==> config.mk <==
export PLATFORM = sky130hd
export DESIGN_NAME = ccr_top
export DESIGN_NICKNAME = d
export VERILOG_FILES = /design/src/rtl/ccr_pkg.sv /design/src/rtl/ccr_i2c_slave.sv /design/src/rtl/ccr_timer.sv /design/src/rtl/ccr_top.sv
export SDC_FILE = /design/constraint.sdc
export NUM_CORES = 1
export LEC_CHECK = 0
export BUFFER_PORTS_ARGS = -buffer_cell sky130_fd_sc_hd__clkbuf_2
export CELL_PAD_IN_SITES_DETAIL_PLACEMENT = 1
export CELL_PAD_IN_SITES_GLOBAL_PLACEMENT = 1
export CORE_ASPECT_RATIO = 1.75
export CORE_MARGIN = 5
export CORE_UTILIZATION = 53
export CTS_CLUSTER_SIZE = 12
export DETAILED_ROUTE_END_ITERATION = 7
export PLACE_DENSITY = 0.84
export REMOVE_ABC_BUFFERS = 1
export SYNTH_ARGS = -nofsm -noshare
export SYNTH_HDL_FRONTEND = slang
export SYNTH_SLANG_ARGS = --single-unit
export TNS_END_PERCENT = 1
==> constraint.sdc <==
create_clock -name ref_clk -period 9.3 [get_ports ref_clk]
set_input_delay 0.93 -clock ref_clk [delete_from_list [all_inputs] [get_ports ref_clk]]
set_output_delay 0.93 -clock ref_clk [all_outputs]
set_load 0.1 [all_outputs]
==> src/rtl/ccr_pkg.sv <==
// constants for the charger control register bank
package ccr_pkg;

   // register offsets on the serial bus
   localparam logic [7:0] CCR_OFS_CTRL0 = 8'h0f;
   localparam logic [7:0] CCR_OFS_CTRL1 = 8'h10;
   localparam logic [7:0] CCR_OFS_CTRL2 = 8'h11;

   // reset values
   localparam logic [7:0] CCR_RST_CTRL0 = 8'ha2;
   localparam logic [7:0] CCR_RST_CTRL1 = 8'h85;
   localparam logic [7:0] CCR_RST_CTRL2 = 8'h40;

   // writable bits; reserved bits read as zero
   localparam logic [7:0] CCR_WMASK_CTRL0 = 8'hfe;
   localparam logic [7:0] CCR_WMASK_CTRL1 = 8'h3f;
   localparam logic [7:0] CCR_WMASK_CTRL2 = 8'hff;

   // control 0 fields
   localparam int CCR_B_AUTO_DISCHG  = 7;
   localparam int CCR_B_FORCE_DISCHG = 6;
   localparam int CCR_B_CHG_EN       = 5;
   localparam int CCR_B_ICO_EN       = 4;
   localparam int CCR_B_ICO_FORCE    = 3;
   localparam int CCR_B_HIZ_EN       = 2;
   localparam int CCR_B_TERM_EN      = 1;

   // control 1 fields
   localparam int CCR_B_OVP_LO  = 4;
   localparam int CCR_B_WD_KICK = 3;
   localparam int CCR_B_WD_LO   = 0;

   // control 2 fields
   localparam int CCR_B_DET_FORCE = 7;
   localparam int CCR_B_DET_AUTO  = 6;
   localparam int CCR_B_HV_12V    = 5;
   localparam int CCR_B_HV_9V     = 4;
   localparam int CCR_B_HV_EN     = 3;
   localparam int CCR_B_SHIP_LO   = 1;
   localparam int CCR_B_SHIP_SKIP = 0;

   // input over-voltage threshold codes
   localparam logic [1:0] CCR_OVP_26V = 2'h0;
   localparam logic [1:0] CCR_OVP_22V = 2'h1;
   localparam logic [1:0] CCR_OVP_12V = 2'h2;
   localparam logic [1:0] CCR_OVP_7V  = 2'h3;

   // ship fet commands
   localparam logic [1:0] CCR_SHIP_IDLE     = 2'h0;
   localparam logic [1:0] CCR_SHIP_SHUTDOWN = 2'h1;
   localparam logic [1:0] CCR_SHIP_SHIP     = 2'h2;
   localparam logic [1:0] CCR_SHIP_SYS_RST  = 2'h3;

   // timing: 125 MHz clock, slow timers count half-second ticks
   localparam int CCR_CLK_KHZ         = 125000;
   localparam int CCR_TICK_MS         = 500;
   localparam int CCR_TICK_CYCLES     = CCR_TICK_MS * CCR_CLK_KHZ;
   localparam int CCR_SHIP_DELAY_MS   = 10000;
   localparam int CCR_SHIP_DELAY_TICK = CCR_SHIP_DELAY_MS / CCR_TICK_MS;
   localparam int CCR_WD_PERIOD_MS [8] = '{0, 500, 1000, 2000, 20000, 40000, 80000, 160000};
   localparam int CCR_TMR_W           = 9;

   // bus address of the device, value arbitrary
   localparam logic [6:0] CCR_DEV_ADDR = 7'h2a;

   typedef enum {
      CCR_I2C_IDLE, CCR_I2C_ADDR, CCR_I2C_ADDR_ACK, CCR_I2C_PTR, CCR_I2C_PTR_ACK,
      CCR_I2C_WDATA, CCR_I2C_WDATA_ACK, CCR_I2C_RDATA, CCR_I2C_RDATA_ACK
   } ccr_i2c_state_t;

endpackage

==> src/rtl/ccr_i2c_slave.sv <==
// serial bus slave: pointer byte then auto-incrementing data bytes
module ccr_i2c_slave
   import ccr_pkg::*;
(
   // clock and reset
   input  wire logic       clk,
   input  wire logic       rst_n,
   // bus pins
   input  wire logic       scl_i,
   input  wire logic       sda_i,
   output logic            sda_o,
   output logic            sda_oe_n,
   // register side
   output logic [7:0]      reg_ptr,
   output logic            wr_stb,
   output logic [7:0]      wr_data,
   input  wire logic [7:0] rd_data
);

   logic           scl_s1_q, scl_s2_q, sda_s1_q, sda_s2_q;
   logic           scl_prev_q, sda_prev_q;
   ccr_i2c_state_t st_q, st_d;
   logic [7:0]     sh_q, sh_d, ptr_q, ptr_d;
   logic [3:0]     cnt_q, cnt_d;
   logic           oe_n_q, oe_n_d, ack_q, ack_d, wr_q, wr_d;
   logic           scl_rise, scl_fall, start, stop;

   assign scl_rise = scl_s2_q & ~scl_prev_q;
   assign scl_fall = ~scl_s2_q & scl_prev_q;
   assign start    = scl_s2_q & scl_prev_q & ~sda_s2_q & sda_prev_q;
   assign stop     = scl_s2_q & scl_prev_q & sda_s2_q & ~sda_prev_q;

   always_comb begin
      st_d   = st_q;
      sh_d   = sh_q;
      ptr_d  = ptr_q;
      cnt_d  = cnt_q;
      oe_n_d = oe_n_q;
      ack_d  = ack_q;
      wr_d   = 1'b0;
      if (start) begin
         st_d   = CCR_I2C_ADDR;
         cnt_d  = '0;
         oe_n_d = 1'b1;
      end else if (stop) begin
         st_d   = CCR_I2C_IDLE;
         oe_n_d = 1'b1;
      end else if (scl_rise) begin
         case (st_q)
            CCR_I2C_ADDR, CCR_I2C_PTR, CCR_I2C_WDATA: begin
               sh_d  = {sh_q[6:0], sda_s2_q};
               cnt_d = cnt_q + 4'h1;
            end
            CCR_I2C_RDATA: begin
               sh_d  = {sh_q[6:0], 1'b0};
               cnt_d = cnt_q + 4'h1;
            end
            CCR_I2C_RDATA_ACK: begin
               ack_d = ~sda_s2_q;
               ptr_d = ptr_q + 8'h01;
            end
            default: ;
         endcase
      end else if (scl_fall) begin
         case (st_q)
            CCR_I2C_ADDR: begin
               if (cnt_q == 4'h8) begin
                  if (sh_q[7:1] == CCR_DEV_ADDR) begin
                     st_d   = CCR_I2C_ADDR_ACK;
                     oe_n_d = 1'b0;
                  end else begin
                     st_d = CCR_I2C_IDLE;
                  end
               end
            end
            CCR_I2C_ADDR_ACK: begin
               cnt_d = '0;
               if (sh_q[0]) begin
                  // read: first data bit goes out on this falling edge
                  st_d   = CCR_I2C_RDATA;
                  sh_d   = rd_data;
                  oe_n_d = rd_data[7];
               end else begin
                  st_d   = CCR_I2C_PTR;
                  oe_n_d = 1'b1;
               end
            end
            CCR_I2C_PTR, CCR_I2C_WDATA: begin
               if (cnt_q == 4'h8) begin
                  oe_n_d = 1'b0;
                  if (st_q == CCR_I2C_PTR) begin
                     ptr_d = sh_q;
                     st_d  = CCR_I2C_PTR_ACK;
                  end else begin
                     wr_d = 1'b1;
                     st_d = CCR_I2C_WDATA_ACK;
                  end
               end
            end
            CCR_I2C_PTR_ACK, CCR_I2C_WDATA_ACK: begin
               if (st_q == CCR_I2C_WDATA_ACK) begin
                  ptr_d = ptr_q + 8'h01;
               end
               st_d   = CCR_I2C_WDATA;
               cnt_d  = '0;
               oe_n_d = 1'b1;
            end
            CCR_I2C_RDATA: begin
               if (cnt_q == 4'h8) begin
                  st_d   = CCR_I2C_RDATA_ACK;
                  oe_n_d = 1'b1;
               end else begin
                  oe_n_d = sh_q[7];
               end
            end
            CCR_I2C_RDATA_ACK: begin
               cnt_d = '0;
               if (ack_q) begin
                  st_d   = CCR_I2C_RDATA;
                  sh_d   = rd_data;
                  oe_n_d = rd_data[7];
               end else begin
                  st_d = CCR_I2C_IDLE;
               end
            end
            default: ;
         endcase
      end
   end

   always_ff @(posedge clk or negedge rst_n) begin
      if (!rst_n) begin
         scl_s1_q   <= 1'b1;
         scl_s2_q   <= 1'b1;
         sda_s1_q   <= 1'b1;
         sda_s2_q   <= 1'b1;
         scl_prev_q <= 1'b1;
         sda_prev_q <= 1'b1;
         st_q       <= CCR_I2C_IDLE;
         sh_q       <= 8'h00;
         ptr_q      <= 8'h00;
         cnt_q      <= 4'h0;
         oe_n_q     <= 1'b1;
         ack_q      <= 1'b0;
         wr_q       <= 1'b0;
      end else begin
         scl_s1_q   <= scl_i;
         scl_s2_q   <= scl_s1_q;
         sda_s1_q   <= sda_i;
         sda_s2_q   <= sda_s1_q;
         scl_prev_q <= scl_s2_q;
         sda_prev_q <= sda_s2_q;
         st_q       <= st_d;
         sh_q       <= sh_d;
         ptr_q      <= ptr_d;
         cnt_q      <= cnt_d;
         oe_n_q     <= oe_n_d;
         ack_q      <= ack_d;
         wr_q       <= wr_d;
      end
   end

   // open drain: only ever pulls low
   assign sda_o    = 1'b0;
   assign sda_oe_n = oe_n_q;
   assign reg_ptr  = ptr_q;
   assign wr_stb   = wr_q;
   assign wr_data  = sh_q;

endmodule

==> src/rtl/ccr_timer.sv <==
// half-second tick countdown timer with one-cycle expiry pulse
module ccr_timer
   import ccr_pkg::*;
(
   // clock and reset
   input  wire logic                 clk,
   input  wire logic                 rst_n,
   // control
   input  wire logic                 tick,
   input  wire logic                 load,
   input  wire logic [CCR_TMR_W-1:0] load_val,
   // result
   output logic                      expire
);

   logic [CCR_TMR_W-1:0] cnt_q, cnt_d;
   logic                 armed_q, armed_d;
   logic                 exp_q, exp_d;

   // a zero load value leaves the timer stopped
   always_comb begin
      cnt_d   = cnt_q;
      armed_d = armed_q;
      exp_d   = 1'b0;
      if (load) begin
         cnt_d   = load_val;
         armed_d = (load_val != '0);
      end else if (armed_q && tick) begin
         if (cnt_q == CCR_TMR_W'(1)) begin
            exp_d   = 1'b1;
            armed_d = 1'b0;
         end else begin
            cnt_d = cnt_q - CCR_TMR_W'(1);
         end
      end
   end

   always_ff @(posedge clk or negedge rst_n) begin
      if (!rst_n) begin
         cnt_q   <= '0;
         armed_q <= 1'b0;
         exp_q   <= 1'b0;
      end else begin
         cnt_q   <= cnt_d;
         armed_q <= armed_d;
         exp_q   <= exp_d;
      end
   end

   assign expire = exp_q;

endmodule

==> src/rtl/ccr_top.sv <==
// charger control registers: three control bytes with their self-clearing actions
module ccr_top
   import ccr_pkg::*;
#(
   parameter int TICK_CYCLES = CCR_TICK_CYCLES
) (
   // clock and reset
   input  wire logic ref_clk,
   input  wire logic arst_n,
   // serial bus pins
   input  wire logic scl_i,
   input  wire logic sda_i,
   output logic      sda_o,
   output logic      sda_oe_n,
   // analog status pins
   input  wire logic vbus_present,
   input  wire logic bat_ovp_fault,
   input  wire logic ico_started,
   input  wire logic detect_done,
   // same-clock controls from the rest of the register map
   input  wire logic reg_reset,
   input  wire logic stop_charge_on_watchdog,
   // controls to the charger
   output logic       charge_enable_bit,
   output logic       term_enable,
   output logic       high_impedance_enable,
   output logic       bat_discharge,
   output logic       input_optimizer_enable,
   output logic       ico_start_req,
   output logic [1:0] input_overvoltage_threshold,
   output logic       detect_req,
   output logic       hv_port_handshake_enable,
   output logic       hv_port_twelve_volt_enable,
   output logic       hv_port_nine_volt_enable,
   output logic [1:0] ship_fet_mode_command,
   output logic       ship_fet_go,
   output logic       watchdog_expired
);

   logic [1:0]           rst_sync_q;
   logic                 rst_n;
   logic [3:0]           pin_s1_q, pin_s2_q;
   logic                 vbus_prev_q;
   logic                 ovp_s, ico_s, det_s, plug_evt;
   logic [31:0]          div_q, div_d;
   logic                 tick_q, tick_d;
   logic [7:0]           c0_q, c0_d, c1_q, c1_d, c2_q, c2_d;
   logic                 reload_q, reload_d, auto_pend_q, auto_pend_d;
   logic [7:0]           reg_ptr, wr_data, rd_data;
   logic                 wr_stb, wr0, wr1, wr2;
   logic                 wd_load, wd_expire, ship_load, ship_expire;
   logic [CCR_TMR_W-1:0] ship_val;
   logic                 ship_wr;
   logic [17:0]          out_q, out_d;

   function automatic logic [CCR_TMR_W-1:0] wd_ticks(input logic [2:0] code);
      wd_ticks = CCR_TMR_W'(CCR_WD_PERIOD_MS[code] / CCR_TICK_MS);
   endfunction

   function automatic logic ship_cmd(input logic stb, input logic [7:0] data);
      ship_cmd = stb && (data[CCR_B_SHIP_LO +: 2] != CCR_SHIP_IDLE);
   endfunction

   // reserved bits always read as zero
   function automatic logic [7:0] reg_read(input logic [7:0] ptr, input logic [7:0] r0,
                                           input logic [7:0] r1, input logic [7:0] r2);
      case (ptr)
         CCR_OFS_CTRL0: reg_read = r0 & CCR_WMASK_CTRL0;
         CCR_OFS_CTRL1: reg_read = r1 & CCR_WMASK_CTRL1;
         CCR_OFS_CTRL2: reg_read = r2 & CCR_WMASK_CTRL2;
         default:       reg_read = 8'h00;
      endcase
   endfunction

   // reset release and pin synchronisers
   always_ff @(posedge ref_clk or negedge arst_n) begin
      if (!arst_n) begin
         rst_sync_q <= 2'h0;
      end else begin
         rst_sync_q <= {rst_sync_q[0], 1'b1};
      end
   end
   assign rst_n = rst_sync_q[1];

   // status pins are asynchronous: two flops first
   always_ff @(posedge ref_clk or negedge rst_n) begin
      if (!rst_n) begin
         pin_s1_q    <= 4'h0;
         pin_s2_q    <= 4'h0;
         vbus_prev_q <= 1'b0;
      end else begin
         pin_s1_q    <= {detect_done, ico_started, bat_ovp_fault, vbus_present};
         pin_s2_q    <= pin_s1_q;
         vbus_prev_q <= pin_s2_q[0];
      end
   end
   assign ovp_s    = pin_s2_q[1];
   assign ico_s    = pin_s2_q[2];
   assign det_s    = pin_s2_q[3];
   assign plug_evt = pin_s2_q[0] & ~vbus_prev_q;

   // half-second tick divider
   // free-running: a timeout may end up to one tick early
   always_comb begin
      tick_d = 1'b0;
      div_d  = div_q + 32'h0000_0001;
      if (div_q >= 32'(TICK_CYCLES - 1)) begin
         div_d  = 32'h0000_0000;
         tick_d = 1'b1;
      end
   end

   always_ff @(posedge ref_clk or negedge rst_n) begin
      if (!rst_n) begin
         div_q  <= 32'h0000_0000;
         tick_q <= 1'b0;
      end else begin
         div_q  <= div_d;
         tick_q <= tick_d;
      end
   end

   ccr_i2c_slave u_bus (
      .clk      (ref_clk),
      .rst_n    (rst_n),
      .scl_i    (scl_i),
      .sda_i    (sda_i),
      .sda_o    (sda_o),
      .sda_oe_n (sda_oe_n),
      .reg_ptr  (reg_ptr),
      .wr_stb   (wr_stb),
      .wr_data  (wr_data),
      .rd_data  (rd_data)
   );

   assign rd_data = reg_read(reg_ptr, c0_q, c1_q, c2_q);
   assign wr0     = wr_stb && (reg_ptr == CCR_OFS_CTRL0);
   assign wr1     = wr_stb && (reg_ptr == CCR_OFS_CTRL1);
   assign wr2     = wr_stb && (reg_ptr == CCR_OFS_CTRL2);

   // kick bit seen set restarts the timer; period writes reload it too
   // the kick bit reads back as one for a single cycle
   assign wd_load = c1_q[CCR_B_WD_KICK] | wd_expire | reload_q;

   ccr_timer u_wd (
      .clk      (ref_clk),
      .rst_n    (rst_n),
      .tick     (tick_q),
      .load     (wd_load),
      .load_val (wd_ticks(c1_q[CCR_B_WD_LO +: 3])),
      .expire   (wd_expire)
   );

   // delayed ship fet action; immediate path bypasses the timer
   // writing code zero later does not cancel a pending delay
   assign ship_wr   = ship_cmd(wr2, wr_data);
   assign ship_load = ship_wr && !wr_data[CCR_B_SHIP_SKIP];
   assign ship_val  = ship_load ? CCR_TMR_W'(CCR_SHIP_DELAY_TICK) : '0;

   ccr_timer u_ship (
      .clk      (ref_clk),
      .rst_n    (rst_n),
      .tick     (tick_q),
      .load     (ship_load | reg_reset),
      .load_val (ship_val),
      .expire   (ship_expire)
   );

   // register next state: device clears first, bus writes after so a set wins
   always_comb begin
      c0_d        = c0_q;
      c1_d        = c1_q;
      c2_d        = c2_q;
      auto_pend_d = auto_pend_q;
      reload_d    = wr1;
      if (wd_expire) begin
         // register-reset-only fields keep their values
         if (stop_charge_on_watchdog) begin
            c0_d[CCR_B_CHG_EN] = 1'b0;
         end
         c0_d[CCR_B_ICO_FORCE] = CCR_RST_CTRL0[CCR_B_ICO_FORCE];
         c0_d[CCR_B_TERM_EN]   = CCR_RST_CTRL0[CCR_B_TERM_EN];
         c1_d[CCR_B_WD_KICK]   = CCR_RST_CTRL1[CCR_B_WD_KICK];
         c2_d[CCR_B_DET_FORCE] = CCR_RST_CTRL2[CCR_B_DET_FORCE];
         c2_d[CCR_B_DET_AUTO]  = CCR_RST_CTRL2[CCR_B_DET_AUTO];
      end
      if (ico_s) begin
         c0_d[CCR_B_ICO_FORCE] = 1'b0;
      end
      if (plug_evt) begin
         c0_d[CCR_B_HIZ_EN] = 1'b0;
         if (c2_q[CCR_B_DET_AUTO]) begin
            auto_pend_d = 1'b1;
         end
      end
      if (det_s) begin
         c2_d[CCR_B_DET_FORCE] = 1'b0;
         if (!plug_evt) begin
            auto_pend_d = 1'b0;
         end
      end
      if (c1_q[CCR_B_WD_KICK]) begin
         c1_d[CCR_B_WD_KICK] = 1'b0;
      end
      if (wr0) begin
         // writing zero never clears the optimizer force bit
         c0_d = (wr_data & CCR_WMASK_CTRL0) | (c0_d & (8'h01 << CCR_B_ICO_FORCE));
      end
      if (wr1) begin
         c1_d = wr_data & CCR_WMASK_CTRL1;
      end
      if (wr2) begin
         c2_d = wr_data & CCR_WMASK_CTRL2;
      end
      // register reset outranks writes and device clears
      if (reg_reset) begin
         c0_d        = CCR_RST_CTRL0;
         c1_d        = CCR_RST_CTRL1;
         c2_d        = CCR_RST_CTRL2;
         auto_pend_d = 1'b0;
         reload_d    = 1'b1;
      end
   end

   always_ff @(posedge ref_clk or negedge rst_n) begin
      if (!rst_n) begin
         c0_q        <= CCR_RST_CTRL0;
         c1_q        <= CCR_RST_CTRL1;
         c2_q        <= CCR_RST_CTRL2;
         auto_pend_q <= 1'b0;
         reload_q    <= 1'b1;
      end else begin
         c0_q        <= c0_d;
         c1_q        <= c1_d;
         c2_q        <= c2_d;
         auto_pend_q <= auto_pend_d;
         reload_q    <= reload_d;
      end
   end

   // registered outputs
   always_comb begin
      out_d[0]     = c0_q[CCR_B_CHG_EN];
      out_d[1]     = c0_q[CCR_B_TERM_EN];
      out_d[2]     = c0_q[CCR_B_HIZ_EN];
      out_d[3]     = c0_q[CCR_B_FORCE_DISCHG] | (c0_q[CCR_B_AUTO_DISCHG] & ovp_s);
      out_d[4]     = c0_q[CCR_B_ICO_EN];
      out_d[5]     = c0_q[CCR_B_ICO_FORCE] & c0_q[CCR_B_ICO_EN];
      out_d[7:6]   = c1_q[CCR_B_OVP_LO +: 2];
      out_d[8]     = c2_q[CCR_B_DET_FORCE] | auto_pend_q;
      out_d[9]     = c2_q[CCR_B_HV_EN];
      out_d[10]    = c2_q[CCR_B_HV_12V];
      out_d[11]    = c2_q[CCR_B_HV_9V];
      out_d[13:12] = c2_q[CCR_B_SHIP_LO +: 2];
      out_d[14]    = ship_expire | (ship_wr && wr_data[CCR_B_SHIP_SKIP]);
      out_d[15]    = wd_expire;
      out_d[17:16] = 2'h0;
   end

   always_ff @(posedge ref_clk or negedge rst_n) begin
      if (!rst_n) begin
         // only charge and termination enables reset high
         out_q <= 18'h0_0003;
      end else begin
         out_q <= out_d;
      end
   end

   assign charge_enable_bit           = out_q[0];
   assign term_enable                 = out_q[1];
   assign high_impedance_enable       = out_q[2];
   assign bat_discharge               = out_q[3];
   assign input_optimizer_enable      = out_q[4];
   assign ico_start_req               = out_q[5];
   assign input_overvoltage_threshold = out_q[7:6];
   assign detect_req                  = out_q[8];
   assign hv_port_handshake_enable    = out_q[9];
   assign hv_port_twelve_volt_enable  = out_q[10];
   assign hv_port_nine_volt_enable    = out_q[11];
   assign ship_fet_mode_command       = out_q[13:12];
   assign ship_fet_go                 = out_q[14];
   assign watchdog_expired            = out_q[15];

endmodule

Word level (Yosys, flattened, before mapping) --
Memories as Yosys holds them, arrays and structs flattened. Cells that the tools add are included.
Cells by class: add/subtract/negate cells 5, div/mod/pow operators 1, order comparisons 2, equal/unequal tests 34, multiplexer cells 93, bitwise operators 25, reduce and logical (&&, ||, !) cells 48
Operators by type and width (number):
- 32-bit two-way mux | 10
- 32-bit one-hot mux with 6 select lines | 1
- 32-bit by 3-bit == test with 1-bit output, second input constant | 5
- 8-bit two-way mux | 14
- 32-bit by 2-bit == test with 1-bit output, second input constant | 2
- 32-bit by 4-bit == test with 1-bit output, second input constant | 2
- 9-bit two-way mux | 6
- 8-bit one-hot mux with 2 select lines | 3
- 1-bit two-way mux | 43
- 32-bit by 1-bit adder with 32-bit output, second input constant | 1
- 32-bit by 10-bit divider with 32-bit output, second input constant | 1
- 32-bit by 1-bit == test with 1-bit output, second input constant | 1
- 32-bit by 26-bit >= comparator with 1-bit output, second input constant | 1
- 3-bit nonzero test | 9
- 4-bit two-way mux | 6
- 8-bit one-hot mux with 3 select lines | 1
- 4-bit by 1-bit inequality test with 1-bit output, second input constant | 5
- 9-bit by 1-bit == test with 1-bit output, second input constant | 2
- 2-bit nonzero test | 9
- 9-bit nonzero test | 2
- 9-bit by 1-bit subtractor with 9-bit output, second input constant | 2
- 8-bit by 5-bit == test with 1-bit output, second input constant | 2
- 3-bit by 1-bit inequality test with 1-bit output, second input constant | 5
- 7-bit AND reduction | 2
- other kinds (30) | 73
Storage, ports and cells: bits in registers 167, bits in read-only memories 256, output and inout port bits 18, word-level logic and storage cells 248, memories 1
Memory list:
- (no name shown) | words 8, width 32, rd ports 1, clocked after Yosys merged registers in 0, wr ports 0, RTL line ccr_top.sv:57 | wd_ticks = CCR_TMR_W'(CCR_WD_PERIOD_MS[code] / CCR_TICK_MS);

Depth between registers and ports, before layout --
Gate-level depths: netlist of the first run.
word-level depth 8, mapped depth 43, depth with buffers taken out 38

Modules after synthesis --
Synthesis of the first run repeated with hierarchy kept, for this count alone.
Unflattened totals: cell total of the unflattened synthesis 1253, area total of the unflattened synthesis 10981.8 µm²
By module, submodules not included:
- ccr_top | instances 1, cells each 876, area an instance 7418.4 µm²
- ccr_i2c_slave | instances 1, cells each 235, area an instance 2204.6 µm²
- ccr_timer | instances 2, cells each 71, area an instance 679.4 µm²

Least setup slack after synthesis of the first run --
OpenSTA, ideal clock, no wires.
path kind flip-flop to flip-flop, start point register c1_q[0], end point register u_wd.cnt_q[0], setup time 0.127 ns, arrival time 8.522 ns, data required time 9.173 ns, slack 0.651 ns, stages on the path, launching flop included 41, path buffers 5, period minus slack after synthesis 8.649 ns, cell sequence dfstp_2 -> clkbuf_1 -> inv_1 -> ha_1 -> and2b_1 -> ha_1 -> nand4b_2 -> a311oi_1 -> a31oi_1 -> and2_1 -> buf_2 -> or3_1 -> mux2i_1 -> nor3_2 -> xor2_1 -> ha_1 -> nand3_1 -> o311ai_1 -> (+5 left out) -> buf_6 -> nor4_2 -> a31o_2 -> and2_1 -> buf_6 -> a211oi_2 -> or3b_1 -> buf_4 -> o21ai_0 -> and2_1 -> inv_1 -> ha_1 -> a21o_1 -> o211a_1 -> a2111o_1 -> nand2b_1 -> o211ai_1 -> nand3_1
Between the ends: word-level cells in the longest chain between the ends 6
RTL lines:
- from (decl) | RTL line ccr_top.sv:47 | logic [7:0] c0_q, c0_d, c1_q, c1_d, c2_q, c2_d;
- from (signal assigned) | RTL line ccr_top.sv:228 | c1_q <= CCR_RST_CTRL1;
- from (signal assigned) | RTL line ccr_top.sv:234 | c1_q <= c1_d;
- 3-bit NOT with 4-bit output (implied by the code) | RTL line ccr_top.sv:57
- memory 8 x 32 bit
- 32-bit two-way mux (implied by the code) (2 in a row) | RTL line ccr_top.sv:57
- 32-bit by 10-bit divider with 32-bit output | RTL line ccr_top.sv:57
- 9-bit two-way mux | RTL line ccr_timer.sv:25 | if (load) begin
- to (signal assigned) | RTL line ccr_timer.sv:44 | cnt_q <= cnt_d;
- to (decl) | RTL line ccr_timer.sv:16 | logic [CCR_TMR_W-1:0] cnt_q, cnt_d;
No other way between the ends. The select of a mux whose other input is x is not followed. A chain may end at the register's enable or synchronous reset.

Worst setup path after layout of the first run --
start point register c1_q[1], end point register u_wd.cnt_q[0]
Same word-level chain as after synthesis.

==> results.yml, run 1 <==
clocking:
  numCtsBuffers: 17
  clock_latency_ns: 0.43
  cts_tree: "built"
  cts_hold_buf: 0
  cts.sinks: 138
  cts_root_buf: "clkbuf_16"
  clk_pin_slew_ns: 0.06
  cts-htree-levels: 4
  cts_buffer_depth: 2
critical_path:
  cp_data_arrival_time_ns: 9.15
  path_common_cell: "ha_1"
  critPathKind: "reg -> reg"
  crit_fanout: 24
  cpPeakStageDelay_ns: 0.76
  critPathSlowestCell: "nor4_1"
  start_kind: "flip-flop"
  endpoint_kind: "flip-flop"
  crit_required_ns: 9.60
timing:
  finalHoldViolations: 0
  clock_skew_ns: 0.00712
  fmax_ghz: 0.113
  tightest_slew_ns: 1.22
  period_needed_ns: 8.85
  period_share_pct: 95.2
  maxSlewViolCount: 0
  setup_viol: 0
  hold_slack_ns: 0.271
  slew_headroom_pct: 18.5
  fin_setup_tns_ns: 0
synth:
  synth_top_cell_by_area: "dfrtp_1"
  synthTopCellsByArea: "dfrtp_1 30%, nand2_1 5.5%, nor2_1 4.5%, a21oi_1 4.3%, dfstp_2 4.2%"
  ys_ff_latch: 138
  avgSynthCellArea_um2: 8.39
  ys_top_cells_by_count: "146 x nand2_1, 122 x dfrtp_1, 121 x nor2_1, 87 x a21oi_1, 64 x o21ai_0"
  synth_seq_area_share_pct: 34.6
  synth_top_area_share_pct: 30.4
  synth-async-reset-ratio_pct: 100
  synth_top_family_by_area: "simple AND/OR/NAND/NOR gates"
  synthAdderAreaFrac_pct: 4.21
  synth-edff-count: 0
  synth_mux_area_share_pct: 1.99
  synthCells: 1196
  synth_xor_area_share_pct: 5.66
  yosysUniqueCellTypes: 112
  synth_area_um2: 10000
  yosysMostFrequentCell: "nand2_1"
  synth_compound_area_share_pct: 21.7
  synthSimpleGateAreaFrac_pct: 27.9
  yosysWarnings: 0
  synth_ff_type: "dfrtp_1"
global_route:
  grt_pass1_vias: 10494
  grt_max_degree: 78
  grt_pass1_wl_um: 55800
  grt_antenna_before_repair: 0
  grt_usage_pct: 32.5
  grt_overflow: 0
drt:
  route.vias.total: 9656
  drc_errors: 0
  routedWlPerCell_um: 23.6
  viasPerCell: 6.51
  met2_length_um: 19500
  first_pass_iters: 5
  antenna_left: 0
  wl_um: 35000
  wl_met3_um: 1050
  maxUsedRoutingLayer: "met4"
  wl_met1_um: 11900
  drt-initial-drc-count: 691
placement:
  io_buffers: 26
  gp_congestion: 0.949
  dp_hpwl_um: 24800
  dpl.cell_count: 1449
layout:
  nets: 1275
  syn2layout_area_growth_pct: 12.2
  drive_above_1_share_pct: 15.2
  fillerInstances: 2238
  seq_area_um2: 3480
  finalNonFillerCells: 1483
  post-route-util_pct: 60.4
  diodes: 0
  multiInputGateArea_um2: 6320
flow_run:
  max_cap_viol_count: 0
floorplan:
  dieArea_um2: 21900
  initial_core_util_pct: 53.8
  die_x_um: 114
  die_y_um: 192
  pin_count: 28
  core_area_um2: 18700
  rows: 66
power_and_ir_drop:
  peakVddDrop_mv: 0.135
  leakage_nw: 5.00
  p_per_area_nw_per_um2: 135
  total_power_mw: 1.52
min_path:
  hold_path.class: "in -> async"
run_status:
  status: "finished clean"
[power by group]
group	switching, mW	leakage, nW	internal (mW)	total, mW
registers	0.0525	1.76	0.628	0.681
clock network	0.281	0.302	0.457	0.738
logic	0.0671	2.93	0.0330	0.100
[path summary, 6_finish.rpt]
kind	startpoint	end	slack, ns	cells past startpoint
max in group asynchronous	rst_sync_q[1]	pin_s1_q[3]	7.41	1
hold / removal	arst_n	rst_sync_q[0]	0.27	1
setup reg to reg	c1_q[1]	u_wd.cnt_q[0]	0.45	34
min in group ref_clk	pin_s1_q[3]	pin_s2_q[3]	0.35	0
setup / recovery	c1_q[1]	u_wd.cnt_q[0]	0.45	34
hold reg to reg	pin_s1_q[3]	pin_s2_q[3]	0.35	0
[worst max-delay path: cells and delay by family, from the launching register on]
| kind | cells | cell delay [ns] |
|---|---|---|
| flip-flops | 1 | 0.35 |
| adder cells (fa/ha/maj) | 4 | 1.38 |
| buffers and inverters | 1 | 0.28 |
| XOR/XNOR | 2 | 0.40 |
| multiplexers | 1 | 0.12 |
| AO/OA/AOI/OAI | 10 | 2.39 |
| AND/OR/NAND/NOR | 16 | 3.80 |
[flip-flops by register name (all words and copies together), names as in the netlist, 6 cells and up]
register       count
c0_q               7
c1_q               6
c2_q               8
div_q             32
out_q             16
u_bus.reg_ptr      8
u_bus.wr_data      8
u_ship.cnt_q       9
u_wd.cnt_q         9
[logic make-up (layout without fill, tap and decap cells)]
kind of cell,after synthesis,count (layout)
other,2,8
AND/OR/NAND/NOR,542,542
adder cells (fa/ha/maj),34,34
AO/OA/AOI/OAI,315,315
XOR/XNOR,61,61
flip-flops,138,138
buffers and inverters,86,129
multiplexers,18,18
[per-layer routing]
layer | global-route usage (%) | vias up
met1 | 30.9 | 4821
met2 | 62.3 | 299
met4 | 21.9 | 0
li1 | - | 4372
met5 | 0 | -
met3 | 4.85 | 164
[stage by stage]
stage | instance area [um^2] | setup WS (ns)
after floorplan | 9820 | 0.326
after global placement | 10500 | 0.518
after detailed placement | 10500 | 0.163
after CTS | 11100 | 0.0284
after global routing | 11300 | -0.0461
final | 11300 | 0.446
[cell usage in the layout (no fill, tap or decap), types with 8 or more instances in the layout]
master       n
xnor2_1     27
or3_1       20
nand2b_1    24
nor4_1       8
conb_1       8
a21oi_1     87
a22oi_1     13
o211ai_1    10
a211oi_1     8
a21o_1      13
and3_1      23
clkbuf_2    26
nor2b_1      8
mux2i_1     10
nand2_1    146
nor3_1      33
nand4_1     14
o21ai_0     63
ha_1        33
inv_1       35
a31oi_1     19
dfrtp_1    121
dfstp_2     16
clkbuf_16   17
nor2_1     121
nand3_1     60
xor2_1      30
buf_4       33
and2_1      21
[repair_timing]
| item | CTS | global route |
|---|---|---|
| resized for setup | 0 | 18 |
| setup buffers | 0 | 2 |
| setup endpoints to repair | 0 | 3 |
[area by class of cell]
cell class                      instances  area share (%)
Clock inverter                         14            1.74
Sequential cell                       138            30.9
Multi-Input combinational cell        978            56.1
Inverter                               37            1.23
Clock buffer                           18            3.90
Timing Repair Buffer                   60            3.53
Tap cell                              238            2.64
No activity file was read; power rests on OpenSTA's default activity.
==> run 2: changes to the inputs <==
--- a/config.mk
+++ b/config.mk
@@ -9,5 +9,4 @@
 export CELL_PAD_IN_SITES_DETAIL_PLACEMENT = 1
 export CELL_PAD_IN_SITES_GLOBAL_PLACEMENT = 1
-export CORE_ASPECT_RATIO = 1.75
 export CORE_MARGIN = 5
 export CORE_UTILIZATION = 53
==> constraint.sdc (replaced) <==
create_clock -name ref_clk -period 9.3 [get_ports ref_clk]
set_input_delay 0.465 -clock ref_clk [delete_from_list [all_inputs] [get_ports ref_clk]]
set_output_delay 0.465 -clock ref_clk [all_outputs]
set_load 0.1 [all_outputs]
==> run 2 against run 1 <==
Clock skew increased by 0.0031 ns. Sequential share of layout area increased by 0.29 points. First-iteration DRC count decreased by 27%. Highest routed layer unchanged. Via count decreased by 2.3%. Critical path depth decreased by 2. Routed wire length decreased by 9.3%. Largest cell class unchanged. Fmax decreased by 1.2%. Utilization decreased by 0.71 points. Final cell count decreased by 1.0%.
==> results.yml, run 2 (same netlist as run 1, synthesis figures left out) <==
run_status:
  status: "finished clean"
critical_path:
  cp-startpoint: "c1_q[0]"
  path_common_cell: "ha_1"
  cp.buffers_inverters: 2
  critPathKind: "reg -> reg"
  crit_required_ns: 9.61
  r2r-start: "c1_q[0]"
  endpoint_kind: "flip-flop"
  critPathSlowestCell: "dfstp_2"
  start_kind: "flip-flop"
  crit_fanout: 10
  cpPeakStageDelay_ns: 0.56
  cp_data_arrival_time_ns: 9.27
  cp_top_family: "compound AO/OA/AOI/OAI gates"
drt:
  first_pass_iters: 5
  drc_errors: 0
  wl_met1_um: 13700
  maxUsedRoutingLayer: "met4"
  route.vias.total: 9434
  wl_met3_um: 1330
  wl_um: 31700
  viasPerCell: 6.43
  drt-initial-drc-count: 505
  met2_length_um: 15800
  routedWlPerCell_um: 21.6
  antenna_left: 0
timing:
  fmax_ghz: 0.112
  period_share_pct: 96.4
  maxSlewViolCount: 0
  finalHoldViolations: 0
  clock_skew_ns: 0.0102
  tightest_slew_ns: 1.29
  fin_setup_tns_ns: 0
  setup_viol: 0
  slew_headroom_pct: 14.0
  period_needed_ns: 8.96
placement:
  placed_area_um2: 10300
  io_buffers: 26
  dp_hpwl_um: 21900
  gp_congestion: 0.913
power_and_ir_drop:
  p_per_area_nw_per_um2: 132
  total_power_mw: 1.48
  leakage_nw: 4.92
  peakVddDrop_mv: 0.132
layout:
  largest_register_ffs: 32
  final_common_cell: "nand2_1"
  nets: 1264
  largestRegisters: "div_q: 32 flops, out_q: 16 flops"
  layout_common_cells: "145 x nand2_1, 121 x nor2_1, 121 x dfrtp_1"
  syn2layout_area_growth_pct: 11.2
  drive_above_1_share_pct: 14.8
  fin_area_um2: 11200
  regMostFlops: "div_q"
  fillerInstances: 2235
  diodes: 0
clocking:
  cts_root_buf: "clkbuf_16"
  cts_buffer_depth: 2
  cts.sinks: 138
  clk_pin_slew_ns: 0.07
  cts-htree-levels: 4
  cts_tree: "built"
  numCtsBuffers: 17
  clock_latency_ns: 0.43
global_route:
  grt_usage_pct: 28.6
  grt_pass1_wl_um: 51000
  grt_pass1_vias: 9687
  grt_overflow: 0
  grt_antenna_before_repair: 0
  grt_max_degree: 76
floorplan:
  core_area_um2: 18700
  rows: 50
  dieArea_um2: 21800
  die_x_um: 148
  initial_core_util_pct: 53.7
  pin_count: 28
  die_y_um: 148
flow_run:
  max_cap_viol_count: 0
min_path:
  hold_path.class: "in -> reg"
  min_from: "sda_i"
## run 2: cell types whose count changed in the layout (fill, tap and decap cells not counted), sizes merged
cell	change
inv	+5
bufinv	-2
clkinvlp	-2
clkinv	-1
a21oi	+1
dlygate4sd3	+1
buf	-13
## run 2: cell type report
cell class	instances	area, um^2	share of cell area (%)
clock buffers	18	429	3.85
clock inverters	14	159	1.42
inverters	37	139	1.24
multi-input cells	979	6360	57.0
flip-flops and latches	138	3480	31.2
well taps	234	293	2.62
repair buffers	48	298	2.67
## run 2: final timing paths
path,slack [ns],endpoint,depth (start not counted)
worst max-delay path,0.34,u_wd.cnt_q[0],32
worst min register to register,0.35,pin_s2_q[0],0
worst min-delay path,0.12,u_bus.sda_s1_q,1
min in group asynchronous,0.38,rst_sync_q[1],2
max in group asynchronous,7.41,div_q[8],1
worst max register to register,0.34,u_wd.cnt_q[0],32
## run 2: worst register-to-register path: cells and delay by family, from the launching register on
family,cells,cell delay [ns]
AOI/OAI and AO/OA,13,3.49
xor gates and xnor gates,2,0.44
DFF,1,0.56
adders and majority gates,3,0.86
and+or+nand+nor,11,2.90
buffers and inverters,2,0.18
muxes,1,0.43
## run 2: stage by stage
stage | cells | util (%) | hold WS (ns) | setup WS [ns]
detailed placement | 1426 | 55.3 | 0.254 | 0.0739
global route | 1468 | 59.7 | 0.111 | -0.0582
global placement | 1426 | 55.3 | 0.252 | 0.546
finish | 1468 | 59.7 | 0.124 | 0.337
CTS | 1459 | 58.5 | 0.120 | 0.0169
floorplan | 1153 | - | 0.169 | 0.326
## run 2: per-layer routing
metal,track usage [%],vias up
met1,36.6,4739
li1,-,4373
met4,9.51,0
met3,4.26,64
met2,49.6,258
met5,0,-
## run 2: repair_timing
item / 4_1_cts / 5_1_grt
setup buffers: 0 / 8
pin swaps: 0 / 7
gates resized for setup: 1 / 26
setup endpoints to repair: 1 / 3
hold buffers: 1 / 0
gates cloned: 0 / 1
hold endpoints to repair: 2 / 0
## run 2: where the power goes
group	leakage [nW]	total [mW]	internal (mW)	switching, mW
sequential	1.76	0.678	0.628	0.0499
combinational	2.87	0.101	0.0330	0.0677
clock	0.288	0.697	0.401	0.295
